**config.mk**
```make
export PLATFORM = sky130hd
export DESIGN_NAME = cmc_top
export DESIGN_NICKNAME = d
export VERILOG_FILES = /design/src/verilog/cmc_pkg.sv /design/src/verilog/cmc_pad_route.sv /design/src/verilog/cmc_top.sv
export SDC_FILE = /design/constraint.sdc
export NUM_CORES = 1
export LEC_CHECK = 0
export BUFFER_PORTS_ARGS = -buffer_cell sky130_fd_sc_hd__buf_2
export CAP_MARGIN = 15
export CORE_MARGIN = 2
export CORE_UTILIZATION = 45
export CTS_CLUSTER_SIZE = 40
export DETAILED_ROUTE_END_ITERATION = 6
export GPL_TIMING_DRIVEN = 0
export PLACE_DENSITY = 0.71
export SYNTH_ARGS = -nofsm -noshare
export SYNTH_HDL_FRONTEND = slang
export SYNTH_SLANG_ARGS = --single-unit
```
**constraint.sdc**
```tcl
create_clock -name clock -period 2.1 [get_ports clock]
set_input_delay 0.21 -clock clock [delete_from_list [all_inputs] [get_ports clock]]
set_output_delay 0.21 -clock clock [all_outputs]
set_load 0.05 [all_outputs]
```
**src/verilog/cmc_pkg.sv**
```systemverilog
// Summary of operation
// - Bit 7 enables the clock multiplier.
// - Writing bit 6 with bit 7 set, once enabled, starts multiplier initialization.
// - Bit 5 reads one only when locked.
// - Bits 4:2 select output scaling factor.
// - Bits 1:0 select source and base multiplication.
// - Times-two sources ignore the scaling field.
// - Register sits at 0x97 on page 0x0F.
// - Crystal mode routes P0.2 and P0.3 pads.
// - Capacitor, RC, CMOS modes use only P0.3.
// - Output is two or four times input; only times-four is scaled.
// - Mode 110 and 111 are crystal modes.
`default_nettype none
package cmc_pkg;
    // Register decode.
    localparam logic [7:0] CTRL_ADDR   = 8'h97;
    localparam logic [7:0] CTRL_PAGE   = 8'h0F;
    localparam logic [7:0] CTRL_RESET  = 8'h00;
    // Field positions.
    localparam int EN_BIT      = 7;
    localparam int INIT_BIT    = 6;
    localparam int RDY_BIT     = 5;
    localparam int SCALE_HI    = 4;
    localparam int SCALE_LO    = 2;
    localparam int SRC_HI      = 1;
    localparam int SRC_LO      = 0;
    // Source codes.
    localparam logic [1:0] SRC_INT_X2  = 2'h0;
    localparam logic [1:0] SRC_EXT_X2  = 2'h1;
    localparam logic [1:0] SRC_INT_X4  = 2'h2;
    localparam logic [1:0] SRC_EXT_X4  = 2'h3;
    // External oscillator mode codes.
    localparam logic [2:0] XMODE_CMOS    = 3'h2;
    localparam logic [2:0] XMODE_CMOS_D2 = 3'h3;
    localparam logic [2:0] XMODE_RC      = 3'h4;
    localparam logic [2:0] XMODE_CAP     = 3'h5;
    localparam logic [2:0] XMODE_XTAL    = 3'h6;
    localparam logic [2:0] XMODE_XTAL_D2 = 3'h7;
    // Scaling code meaning factor of one.
    localparam logic [2:0] SCALE_ONE   = 3'h0;
    // Base multiplication factors presented to the multiplier.
    localparam logic [2:0] FACTOR_X2   = 3'h2;
    localparam logic [2:0] FACTOR_X4   = 3'h4;
    // Settling time after enable, in nanoseconds, and its count at 40 MHz.
    localparam int CLK_PERIOD_NS = 25;
    localparam int SETTLE_NS     = 5000;
    localparam int SETTLE_CYC    = (SETTLE_NS + CLK_PERIOD_NS - 1) / CLK_PERIOD_NS;
    // Multiplier sequencing states.
    typedef enum logic [1:0] {
        CMC_OFF     = 2'b00,
        CMC_ENABLED = 2'b01,
        CMC_LOCKING = 2'b10,
        CMC_LOCKED  = 2'b11
    } cmc_state_e;
endpackage
`default_nettype wire

```
**src/verilog/cmc_pad_route.sv**
```systemverilog
`timescale 1ns/10ps
`default_nettype none
// Decides which port pins the external oscillator claims, registered.
module cmc_pad_route (
    input  wire logic       clock,
    input  wire logic       rstn,
    input  wire logic       clk_en,
    input  wire logic [2:0] ext_osc_mode_field,
    output var  logic       pad_p02_claim_reg,
    output var  logic       pad_p03_claim_reg
);
    logic p02_next;  // Next claim of the input-side pad.
    logic p03_next;  // Next claim of the output-side pad.

    // Decode the mode field into pad claims.
    always_comb begin
        p02_next = 1'b0;
        p03_next = 1'b0;
        unique case (ext_osc_mode_field)
            cmc_pkg::XMODE_XTAL, cmc_pkg::XMODE_XTAL_D2: begin
                p02_next = 1'b1;
                p03_next = 1'b1;
            end
            cmc_pkg::XMODE_CMOS, cmc_pkg::XMODE_CMOS_D2,
            cmc_pkg::XMODE_RC, cmc_pkg::XMODE_CAP: begin
                p03_next = 1'b1;
            end
            default: begin
                // Oscillator off claims nothing.
                p02_next = 1'b0;
            end
        endcase
    end

    // Register the claims.
    always_ff @(posedge clock or negedge rstn) begin
        if (!rstn) begin
            pad_p02_claim_reg <= 1'b0;
            pad_p03_claim_reg <= 1'b0;
        end else if (clk_en) begin
            pad_p02_claim_reg <= p02_next;
            pad_p03_claim_reg <= p03_next;
        end
    end
endmodule
`default_nettype wire

```
**src/verilog/cmc_top.sv**
```systemverilog
`timescale 1ns/10ps
`default_nettype none
// Clock multiplier control register, lock sequencing and pad routing.
module cmc_top #(
    parameter int SETTLE_CYCLES = cmc_pkg::SETTLE_CYC  // Enable-to-init settling count, cycles.
) (
    input  wire logic       clock,
    input  wire logic       rstn,
    input  wire logic       clk_en,
    input  wire logic [7:0] sfr_addr,
    input  wire logic [7:0] sfr_page,
    input  wire logic       sfr_wr,
    input  wire logic       sfr_rd,
    input  wire logic [7:0] sfr_wdata,
    input  wire logic       pll_lock,
    input  wire logic [2:0] ext_osc_mode_field,
    output var  logic [7:0] sfr_rdata_reg,
    output var  logic       mult_enable_reg,
    output var  logic       pll_init_reg,
    output var  logic [1:0] mult_source_reg,
    output var  logic       use_ext_src_reg,
    output var  logic [2:0] mult_factor_reg,
    output var  logic [2:0] out_scale_reg,
    output var  logic       settled_reg,
    output var  logic       pad_p02_claim_reg,
    output var  logic       pad_p03_claim_reg
);
    // Counter width that holds the whole settling count.
    localparam int CW = $clog2(SETTLE_CYCLES + 1);
    localparam logic [CW-1:0] SETTLE_LAST = CW'(SETTLE_CYCLES);

    // A settling count below one cycle leaves the counter without meaning.
    if (SETTLE_CYCLES < 1) begin : g_bad_settle
        $error("cmc_top: settling count must be at least one cycle");
    end

    // Register field storage and next values.
    logic       en_reg, en_next;         // Enable bit.
    logic       init_reg, init_next;     // Initialize bit as written.
    logic [2:0] scale_reg, scale_next;   // Output scaling field.
    logic [1:0] src_reg, src_next;       // Source field.
    logic       rdy_reg, rdy_next;       // Lock flag seen by software.
    cmc_pkg::cmc_state_e state_reg, state_next;  // Sequencer state.
    logic [CW-1:0] cnt_reg, cnt_next;    // Settling counter.
    logic [7:0] rdata_next;              // Next read data.
    logic       hit;                     // Access decodes to the register.
    logic       wr_hit;                  // Write to the register.
    logic       init_req;                // Write that starts initialization.

    // Address and page decode of the control register.
    function automatic logic decode(input logic [7:0] a, input logic [7:0] p);
        decode = (a == cmc_pkg::CTRL_ADDR) && (p == cmc_pkg::CTRL_PAGE);
    endfunction

    // Read value assembled from fields.
    function automatic logic [7:0] pack(input logic e, input logic i, input logic r,
                                        input logic [2:0] s, input logic [1:0] m);
        pack = {e, i, r, s, m};
    endfunction

    // Access decode; a write never reaches the ready bit.
    assign hit      = decode(sfr_addr, sfr_page);
    assign wr_hit   = sfr_wr && hit;
    assign init_req = wr_hit && sfr_wdata[cmc_pkg::INIT_BIT]
                      && sfr_wdata[cmc_pkg::EN_BIT];

    // Next values of fields and sequencer.
    always_comb begin
        en_next    = en_reg;
        init_next  = init_reg;
        scale_next = scale_reg;
        src_next   = src_reg;
        state_next = state_reg;
        cnt_next   = cnt_reg;
        rdy_next   = rdy_reg;
        if (wr_hit) begin
            // The ready bit is not writable.
            en_next    = sfr_wdata[cmc_pkg::EN_BIT];
            init_next  = sfr_wdata[cmc_pkg::INIT_BIT];
            scale_next = sfr_wdata[cmc_pkg::SCALE_HI:cmc_pkg::SCALE_LO];
            src_next   = sfr_wdata[cmc_pkg::SRC_HI:cmc_pkg::SRC_LO];
        end
        // Settling counter runs while enabled.
        if (!en_next) begin
            // Disabling restarts the settling time.
            cnt_next = '0;
        end else if (cnt_reg != SETTLE_LAST) begin
            // Count up and saturate at the settling count.
            cnt_next = cnt_reg + CW'(1);
        end
        unique case (state_reg)
            cmc_pkg::CMC_OFF: begin
                // Waiting for the enable bit.
                if (en_next) begin
                    state_next = cmc_pkg::CMC_ENABLED;
                end
            end
            cmc_pkg::CMC_ENABLED: begin
                // Only an initialize write, or disabling, leaves this state.
                if (init_req && en_reg) begin
                    state_next = cmc_pkg::CMC_LOCKING;
                end
            end
            cmc_pkg::CMC_LOCKING: begin
                // Initialize is held until the loop reports lock.
                if (pll_lock) begin
                    state_next = cmc_pkg::CMC_LOCKED;
                end
            end
            cmc_pkg::CMC_LOCKED: begin
                // Reinitialize or loss of lock both restart the search.
                if (init_req) begin
                    state_next = cmc_pkg::CMC_LOCKING;
                end else if (!pll_lock) begin
                    // Lost lock: search again without software help.
                    state_next = cmc_pkg::CMC_LOCKING;
                end
            end
        endcase
        // Initialize in CMC_LOCKING holds the lock search, even when lock is reported.
        if (state_reg == cmc_pkg::CMC_LOCKING && init_req) begin
            state_next = cmc_pkg::CMC_LOCKING;
        end
        if (!en_next) begin
            // Disabling overrides every state.
            state_next = cmc_pkg::CMC_OFF;
        end
        // Ready only when locked, and never in the cycle of a reinitialize.
        rdy_next = (state_next == cmc_pkg::CMC_LOCKED) && pll_lock && !init_req;
    end

    // Read data capture.
    always_comb begin
        rdata_next = sfr_rdata_reg;
        if (sfr_rd && hit) begin
            // A decoded read captures the register as it stands.
            rdata_next = pack(en_reg, init_reg, rdy_reg, scale_reg, src_reg);
        end
    end

    // Register all state.
    always_ff @(posedge clock or negedge rstn) begin
        if (!rstn) begin
            // Every field takes its bit of the register reset value.
            en_reg        <= cmc_pkg::CTRL_RESET[cmc_pkg::EN_BIT];
            init_reg      <= cmc_pkg::CTRL_RESET[cmc_pkg::INIT_BIT];
            scale_reg     <= cmc_pkg::CTRL_RESET[cmc_pkg::SCALE_HI:cmc_pkg::SCALE_LO];
            src_reg       <= cmc_pkg::CTRL_RESET[cmc_pkg::SRC_HI:cmc_pkg::SRC_LO];
            rdy_reg       <= cmc_pkg::CTRL_RESET[cmc_pkg::RDY_BIT];
            state_reg     <= cmc_pkg::CMC_OFF;
            cnt_reg       <= '0;
            sfr_rdata_reg <= cmc_pkg::CTRL_RESET;
        end else if (clk_en) begin
            // State moves only while the clock enable is high.
            en_reg        <= en_next;
            init_reg      <= init_next;
            scale_reg     <= scale_next;
            src_reg       <= src_next;
            rdy_reg       <= rdy_next;
            state_reg     <= state_next;
            cnt_reg       <= cnt_next;
            sfr_rdata_reg <= rdata_next;
        end
    end

    // Multiplier controls presented to the analog block.
    logic       pll_init_next;   // Hold initialize while searching lock.
    logic [2:0] factor_next;     // Base multiplication factor.
    logic [2:0] oscale_next;     // Effective scaling code.
    logic       ext_next;        // External oscillator feeds the multiplier.
    logic       settled_next;    // Enable has been held for the settling time.

    // Derive the multiplier controls from the next register values.
    always_comb begin
        pll_init_next = (state_next == cmc_pkg::CMC_LOCKING);
        ext_next      = src_next[cmc_pkg::SRC_LO];
        settled_next  = en_next && (cnt_next == SETTLE_LAST);
        factor_next   = cmc_pkg::FACTOR_X2;
        oscale_next   = scale_next;
        unique case (src_next)
            cmc_pkg::SRC_INT_X2, cmc_pkg::SRC_EXT_X2: begin
                // The doubled clock passes unscaled.
                factor_next = cmc_pkg::FACTOR_X2;
                oscale_next = cmc_pkg::SCALE_ONE;
            end
            cmc_pkg::SRC_INT_X4, cmc_pkg::SRC_EXT_X4: begin
                // The quadrupled clock takes the programmed scaling.
                factor_next = cmc_pkg::FACTOR_X4;
            end
        endcase
    end

    // Register multiplier controls.
    always_ff @(posedge clock or negedge rstn) begin
        if (!rstn) begin
            // Controls idle as the register does after reset.
            mult_enable_reg <= cmc_pkg::CTRL_RESET[cmc_pkg::EN_BIT];
            pll_init_reg    <= 1'b0;
            mult_source_reg <= cmc_pkg::CTRL_RESET[cmc_pkg::SRC_HI:cmc_pkg::SRC_LO];
            use_ext_src_reg <= 1'b0;
            mult_factor_reg <= cmc_pkg::FACTOR_X2;
            out_scale_reg   <= cmc_pkg::SCALE_ONE;
            settled_reg     <= 1'b0;
        end else if (clk_en) begin
            // Outputs take the next values so they never lag the register.
            mult_enable_reg <= en_next;
            pll_init_reg    <= pll_init_next;
            mult_source_reg <= src_next;
            use_ext_src_reg <= ext_next;
            mult_factor_reg <= factor_next;
            out_scale_reg   <= oscale_next;
            settled_reg     <= settled_next;
        end
    end

    // Oscillator pad claims.
    cmc_pad_route cmc_pad_route_inst (
        .clock              (clock),
        .rstn               (rstn),
        .clk_en             (clk_en),
        .ext_osc_mode_field (ext_osc_mode_field),
        .pad_p02_claim_reg  (pad_p02_claim_reg),
        .pad_p03_claim_reg  (pad_p03_claim_reg)
    );
endmodule
`default_nettype wire
```
### After elaboration in Yosys (flattened, before gate mapping)

Cells that the tools add are included.

* bits in registers: 37
* bits in latches: 0
* memory bits (writable): 0
* bits in read-only memories: 0
* bits of input ports: 33
* output and inout port bits: 22
* logic and storage cells: 69
* memories kept: 0

* add/sub/neg operators: 1
* $mul: 0
* div/mod/pow operators: 0
* $lt $le $gt $ge: 0
* equal/unequal tests: 18
* shifts and indexed selects: 0
* muxes and demuxes: 16
* bitwise logic cells: 0
* reductions and logical operators: 19

Operators with widths (count)
* 8-bit equality test, second input constant: 2
* 8-bit two-way mux: 2
* 2-bit two-way mux: 7
* 2-bit equality test, second input constant: 6
* 3-bit equality test, second input constant: 4
* 1-bit logical AND: 10
* 8-bit by 1-bit adder with 8-bit output, second input constant: 1
* 8-bit by 4-bit equality test with 1-bit output, second input constant: 1
* 8-bit != test, second input constant: 1
* 2-bit case mux with 4 select lines: 1
* 3-bit by 2-bit equality test with 1-bit output, second input constant: 2
* 3-bit two-way mux: 2
* 3-bit case mux with 2 select lines: 1
* 2-bit OR reduction: 3
* 6-bit OR reduction: 1
* 2-bit by 1-bit equality test with 1-bit output, second input constant: 2
* 2-bit zero test: 2
* 2-bit AND reduction: 2
* 1-bit two-way mux: 3
* 1-bit zero test: 1

### Depth between registers and ports, before layout

Gate-level depths: netlist (run 1).

* word-level depth: 13
* mapped depth: 7
* depth with buffers taken out: 7

### Cells and area by module

From an unflattened synthesis (run 1), not the netlist that was laid out.

* cells, all modules: 164
* area total of the unflattened synthesis: 1833.0 um^2

By module, submodules not included
* cmc_top: instances 1, cells an instance 156, area each 1756.7 um^2, sequential area each 802.0 um^2
* cmc_pad_route: instances 1, cells an instance 8, area each 76.3 um^2, sequential area each 50.0 um^2

### Worst setup path before layout (run 1)

Ideal clock, no wire load.

* path type: register to register
* from: reg cnt_reg[0]
* to: reg settled_reg
* setup time: 0.066 ns
* data arrival time: 1.804 ns
* setup slack: 0.230 ns
* stages on the path, launching flop included: 7
* cells stage by stage: dfrtp_1 -> inv_1 -> ha_1 -> nand2b_1 -> or4_1 -> a221oi_1 -> a22o_1

* word-level cells in the longest chain between the ends: 5

Ends and longest elaborated chain
* start: declaration: line cmc_top.sv:44 `logic [CW-1:0] cnt_reg, cnt_next;`
* start signal: assignment: line cmc_top.sv:161 `cnt_reg <= cnt_next;`
* 8-bit by 1-bit adder with 8-bit output / 8-bit != test (equally long branches): line cmc_top.sv:89, cmc_top.sv:87
* 8-bit two-way mux *: line cmc_top.sv:87 `end else if (cnt_reg != SETTLE_LAST) begin`
* 8-bit two-way mux *: line cmc_top.sv:84 `if (!en_next) begin`
* 8-bit equality test *: line cmc_top.sv:177 `settled_next = en_next && (cnt_next == SETTLE_LAST);`
* 1-bit logical AND *: line cmc_top.sv:177
* end signal: assignment: line cmc_top.sv:212 `settled_reg <= settled_next;`
* end: declaration: line cmc_top.sv:24 `output var logic settled_reg,`

Mark *: on every way between the ends. The rest lies on a longest branch, timed or not.
A chain may end at the register's enable or synchronous reset.

### Worst setup path in the final report (run 1)

* from: reg cnt_reg[1]
* to: reg settled_reg

The elaborated chain is that of the path after synthesis.

==> flow_summary.toml, run 1 <==
[final_layout]
filler_cells_inserted = 352
areaGrowthSynthToFinish_pct = 22.89
layout-drive-gt1-share_pct = 39.57
diodes = 0
multi_input_logic_area_sq_um = 910.9
layout.core_utilization_pct = 57.77
seqCellArea_sq_um = 879.6
finish.net_count = 269

[global_route]
grt_use_total_pct = 19.46
grt_antenna_before_repair = 0
grt_max_degree = 36
number_of_global_route_vias_before_repair = 1480
wire_length_of_the_first_global_routing_pass_microns = 6810
globalRoute.totalOverflow = 0

[setup_path]
critical_setup_path_class = "flip-flop to flip-flop"
crit_fanout = 7
worstPathArrival_ps = 2200
crit_start = "cnt_reg[1]"
crit-reg2reg-launch = "cnt_reg[1]"
required_ps = 2330
critical_path.startpoint_type = "flip-flop"
timing.reg2reg.worst_path_depth = 6
critical_path.endpoint_type = "flip-flop"

[floorplan]
start_util_pct = 47.01
die_width_microns = 68.65
die_area_sq_um = 4712
io_pins = 55
coreArea_sq_um = 4000
floorplan.rows = 23
die_height_microns = 68.65

[run_status]
failed_checks = "negative hold slack"
outcome = "finished with violations"

[hold_path]
timing.hold.worst.class = "input port to async pin"

[placed_design]
numPortBuffers = 51
pre_cts_ws_ps = -2.316
gpl.final_weighted_congestion = 0.8995
detailed_place_hpwl_microns = 2994

[sta]
max_freq_ghz = 0.5071
clock_skew_ps = 4.701
final_period_minus_worst_setup_slack_ps = 1972
worst-slew-pin-transition_ps = 757.7
worst_slack_setup_final_ps = 127.8
hold_vio_cnt_final = 15
fin_crit_sh_pct = 93.91
report.final.slew_viol_count = 0
max_slew_margin_pct = 49.49
holdWs_ps = -20.15
setup_repair_after_global_routing_missed_its_margin = "no"
finalSetupViolCount = 0

[yosys]
synth-warning-count = 0
ys_seq_elements = 35
ys_dominant_reg_cell = "dfrtp_1"
synth.yosys.seq_area_share_pct = 46.64
synth_edf_count = 0
mappedNetlistArea_sq_um = 1881
mean_post_synth_cell_area_sq_um = 10.68
synth_async_sr_flop_share_pct = 100.0
yosys.cell_types.count = 53
syn-instance-count = 176
mappedNetlistNets = 211

[pwr]
worst_ir_drop_vdd_uv = 403.3
combPwrFrac_pct = 30.5
power.leakage_nw = 1.140
power_report.internal_total_mw = 1.292
pwr_cell_area_nw_per_um2 = 848.6
power_switching_share_pct = 34.12
netsw_mw = 0.6691
power.sequential.fraction_pct = 41.7
power.clock.fraction_pct = 27.8

[clocking]
cts_sinks = 35
clk_root_buffer_cell = "clkbuf_8"
cts-buffers-inserted = 5
clock_insertion_delay_worst_skew_ps = 290
cts_max_path_buffers = 2
htree_num_levels = 2
cts_hold_buf = 0
cts_tree = "built"
clk_pin_slew_worst_paths_ps = 70

[route]
drt_pass1_iterations = 4
final_antenna_net_count = 0
drt-vias-per-instance = 5.533
drt-wirelength-per-cell_microns = 14.52
dr.first_iter.drc_count = 60
routed_wl_microns = 4138
route.detailed.drc = 0
vias = 1577

[job]
cap_violations = 0
power groups by stage:
stage | Clock (mW) | Combinational [mW] | Sequential (mW)
after CTS | 0.566 | 0.591 | 0.813
after global routing | 0.586 | 0.681 | 0.829
after detailed placement | 0 | 0.589 | 0.826
after floorplan | 0 | 0.423 | 0.838
final | 0.545 | 0.598 | 0.818
after global placement | 0 | 0.574 | 0.825
timing repair:
item                                    in CTS  in global routing
setup buffers                                0                  0
gates resized for setup                      0                  3
endpoints found under the setup margin       0                  3
endpoints found under the hold margin        0                  0
worst paths after layout:
path / slack [ps] / endpoint
max: 130 / settled_reg
min: -20 / cnt_reg[2]
max reg2reg: 130 / settled_reg
min reg2reg: 480 / out_scale_reg[1]
max in group asynchronous: 1600 / cnt_reg[1]
min in group clock: 160 / flip-flop
stage by stage:
stage                     hold WS (ps)  total power, mW  cell area, sq um  std cells  TNS (ps)
after floorplan                 -85.59            1.261              1881        176         0
after global placement           336.7            1.399              2198        277         0
after detailed placement         334.5            1.415              2198        277    -4.000
after CTS                        13.45            1.970              2302        285         0
after global routing             56.92            2.095              2311        285         0
final                           -20.15            1.961              2311        285         0
Yosys cell counts (all sizes together), types with 2 or more instances:
cell,instances,area share [%]
a211oi,3,1.7
nor4,2,1.5
nor2,7,1.4
clkbuf,8,1.6
mux2,16,9.6
o21ai,5,1.3
ha,2,1.3
and2,2,0.67
nand3,10,2.9
nand2,9,1.9
nor3,2,0.53
inv,10,2.0
a21oi,7,1.9
a31o,3,1.4
dfrtp,34,45
buf,4,1.7
xnor2,2,0.93
a41oi,2,0.93
and3,2,0.67
nand4,5,1.7
nand4b,2,0.93
a22oi,2,0.80
mux2i,4,2.3
a22o,4,1.9
or4,3,1.2
o31ai,3,1.2
a31oi,4,1.3
placed cells by master, fill, tap and decap left out, types with 2 or more instances in the layout:
cell type,Yosys,routed
buf_2,1,52
dfrtp_1,34,32
mux2_2,16,16
inv_1,10,10
nand3_1,9,9
clkbuf_1,8,8
nand2_1,8,8
nor2_1,7,7
a21oi_1,7,7
clkbuf_8,0,7
o21ai_0,5,5
nand4_1,5,5
a31oi_1,4,4
a22o_1,4,4
a31o_2,3,3
or4_1,3,3
mux2i_1,3,3
o31ai_1,3,3
nand4b_1,2,2
a22oi_1,2,2
and3_1,2,2
and2_1,2,2
nor3_1,2,2
a211oi_2,2,2
a41oi_1,2,2
xnor2_1,2,2
ha_1,2,2
buf_4,2,2
dfrtp_2,0,2
cells by family (layout without fill, tap and decap cells):
group	count (synthesis)	in the layout	share of synthesized area (%)
adders and majority gates	2	2	1.330
DFF	35	35	46.64
AOI/OAI and AO/OA	44	44	17.50
other	1	1	0.1994
muxes	20	20	11.91
and+or+nand+nor	49	49	15.77
xor gates and xnor gates	3	3	1.397
buffers and inverters	22	81	5.256
final cells by class:
type / count / share of cell area, %
timing repair buffer: 51 / 11.04
tap: 50 / 2.707
clock inverter: 1 / 0.3249
inverter: 10 / 1.624
multi-input combinational: 119 / 39.42
clock buffer: 7 / 4.169
sequential: 35 / 38.06
buffer: 12 / 2.653
metal layers:
layer | wire, microns | up-vias | global-route usage (%)
met5 | 0 | - | 0
li1 | - | 770 | -
met4 | 45 | 0 | 5.250
met3 | 271 | 5 | 5.195
met1 | 1779 | 755 | 25.49
met2 | 2041 | 47 | 31.73
worst max-delay path: stages (launching register included):
cell and delay (ps):
dfrtp_2 450, inv_1 120, ha_1 250, nand2b_1 140
or4_1 500, a221oi_1 280, a22o_1 160
Power figures use the tool's default switching activity.
==> run 2, diff against run 1 <==
Settings changed: CORE_UTILIZATION 45 to 35, PLACE_DENSITY 0.71 to not set.
==> run 2 against run 1 <==
The run now ends clean. Clock power down 6.6%. Die area is 27% higher. Clock skew barely moved.
==> flow_summary.toml, run 2 (same netlist as run 1, synthesis figures left out) <==
[final_layout]
mostFrequentLayoutCells = "buf_2 (52), dfrtp_1 (32), mux2_2 (16), inv_1 (10)"
areaGrowthSynthToFinish_pct = 23.55
diodes = 0
layout-drive-gt1-share_pct = 39.15
layout.cells.most_common = "buf_2"
filler_cells_inserted = 523
finish.net_count = 269

[global_route]
wire_length_of_the_first_global_routing_pass_microns = 7465
grt_max_degree = 36
grt_most_used_layer = "met2"
grt_antenna_before_repair = 0
grt_util_met3_pct = 4.000
grt_use_total_pct = 15.38
global_route.usage.met1_pct = 20.45
globalRoute.totalOverflow = 0
number_of_global_route_vias_before_repair = 1570
groute.layer.met2.usage_pct = 24.52

[sta]
clock_skew_ps = 5.086
holdWs_ps = 5.697
worst_slack_setup_final_ps = 96.80
report.final.slew_viol_count = 0
finalSetupViolCount = 0
setup_repair_after_global_routing_missed_its_margin = "no"
fin_crit_sh_pct = 95.39
worst-slew-pin-transition_ps = 798.8
final_period_minus_worst_setup_slack_ps = 2003
hold_vio_cnt_final = 0
max_freq_ghz = 0.4992
max_slew_margin_pct = 46.75

[setup_path]
reg2reg_setup_slack_ps = 100
critical_path.startpoint_type = "flip-flop"
critical_path.top_delay_family = "simple AND/OR/NAND/NOR gates"
cp_slowest_stage_delay_ps = 500
critical_path.cell_chain = "inv_1 > ha_1 > nand2b_1 > or4_1 > a221oi_1 > a22o_1"
critical_setup_path_class = "flip-flop to flip-flop"
critical_path.slowest_cell = "or4_1"
critical_path.endpoint_type = "flip-flop"
worstPathArrival_ps = 2220
required_ps = 2320
crit_fanout = 8
worst-path-buf-inv = 1

[placed_design]
gpl.final_weighted_congestion = 0.8249
pre_cts_ws_ps = -38.96
detailed_place_hpwl_microns = 3099
numPortBuffers = 51

[pwr]
pwr_cell_area_nw_per_um2 = 825.4
power.leakage_nw = 1.138
worst_ir_drop_vdd_uv = 408.1

[floorplan]
die_width_microns = 77.30
die_area_sq_um = 5975
die_height_microns = 77.30
io_pins = 55
coreArea_sq_um = 5140
floorplan.rows = 26
start_util_pct = 36.59

[route]
routed_wl_microns = 4247
vias = 1610
drt-wirelength-per-cell_microns = 13.92
final_antenna_net_count = 0
dr.first_iter.drc_count = 105
route.detailed.drc = 0
drt_pass1_iterations = 5
drt-vias-per-instance = 5.279

[clocking]
htree_num_levels = 2
cts_sinks = 35
cts_max_path_buffers = 2
clk_root_buffer_cell = "clkbuf_8"
clk_pin_slew_worst_paths_ps = 70
clock_insertion_delay_worst_skew_ps = 280
post_cts_setup_driven_buffer_insertion_count = 0
cts_tree = "built"
post_cts_resized = 0
cts_hold_buf = 0
cts-buffers-inserted = 5

[job]
cap_violations = 0

[run_status]
outcome = "completed"

[hold_path]
timing.hold.worst.class = "input port to async pin"
## run 2: cell count changes in the layout (fill, tap and decap cells not counted)
cell / previous run / this run
clkinv_2: 0 / 1
clkbuf_1: 8 / 9
clkinvlp_4: 1 / 0
clkbuf_8: 7 / 6
## run 2: layout make-up
| type | instances | area [sq um] | area share [%] |
|---|---|---|---|
| Sequential cell | 35 | 879.6 | 37.86 |
| Buffer | 12 | 61.31 | 2.639 |
| Clock inverter | 1 | 5.005 | 0.2154 |
| Clock buffer | 7 | 86.33 | 3.716 |
| Tap cell | 70 | 87.58 | 3.770 |
| Multi-Input combinational cell | 119 | 910.9 | 39.20 |
| Timing Repair Buffer | 51 | 255.2 | 10.99 |
| Inverter | 10 | 37.54 | 1.616 |
## run 2: power breakdown
group | leakage (nW) | internal (mW) | total [mW] | switching (mW)
logic | 0.644 | 0.241 | 0.592 | 0.351
clock network | 0.0482 | 0.265 | 0.509 | 0.244
registers | 0.446 | 0.752 | 0.817 | 0.0645
## run 2: stage by stage
step	total power, mW	util [%]	TNS (ps)	instance area (sq um)	std cells
final	1.918	45.20	0	2323	305
after global routing	2.061	45.20	0	2323	305
after CTS	1.920	45.03	0	2315	305
after detailed placement	1.410	43.26	-117.2	2223	297
after global placement	1.403	43.26	-70.97	2223	297
after floorplan	1.261	-	0	1881	176
## run 2: layer usage
| metal | vias up | routed length, microns |
|---|---|---|
| met5 | - | 0 |
| met4 | 0 | 48 |
| met3 | 6 | 174 |
| met2 | 37 | 2013 |
| met1 | 792 | 2010 |
| li1 | 775 | - |
## run 2: worst paths after layout
| kind | cells after the start | startpoint | end |
|---|---|---|---|
| max | 6 | cnt_reg[0] | settled_reg |
| min | 1 | rstn | cnt_reg[5] |
| max reg2reg | 6 | cnt_reg[0] | settled_reg |
| min reg2reg | 2 | out_scale_reg[1] | out_scale_reg[1] |
| max in group asynchronous | 1 | rstn | cnt_reg[0] |
| min in group clock | 2 | sfr_wdata[0] | flip-flop |
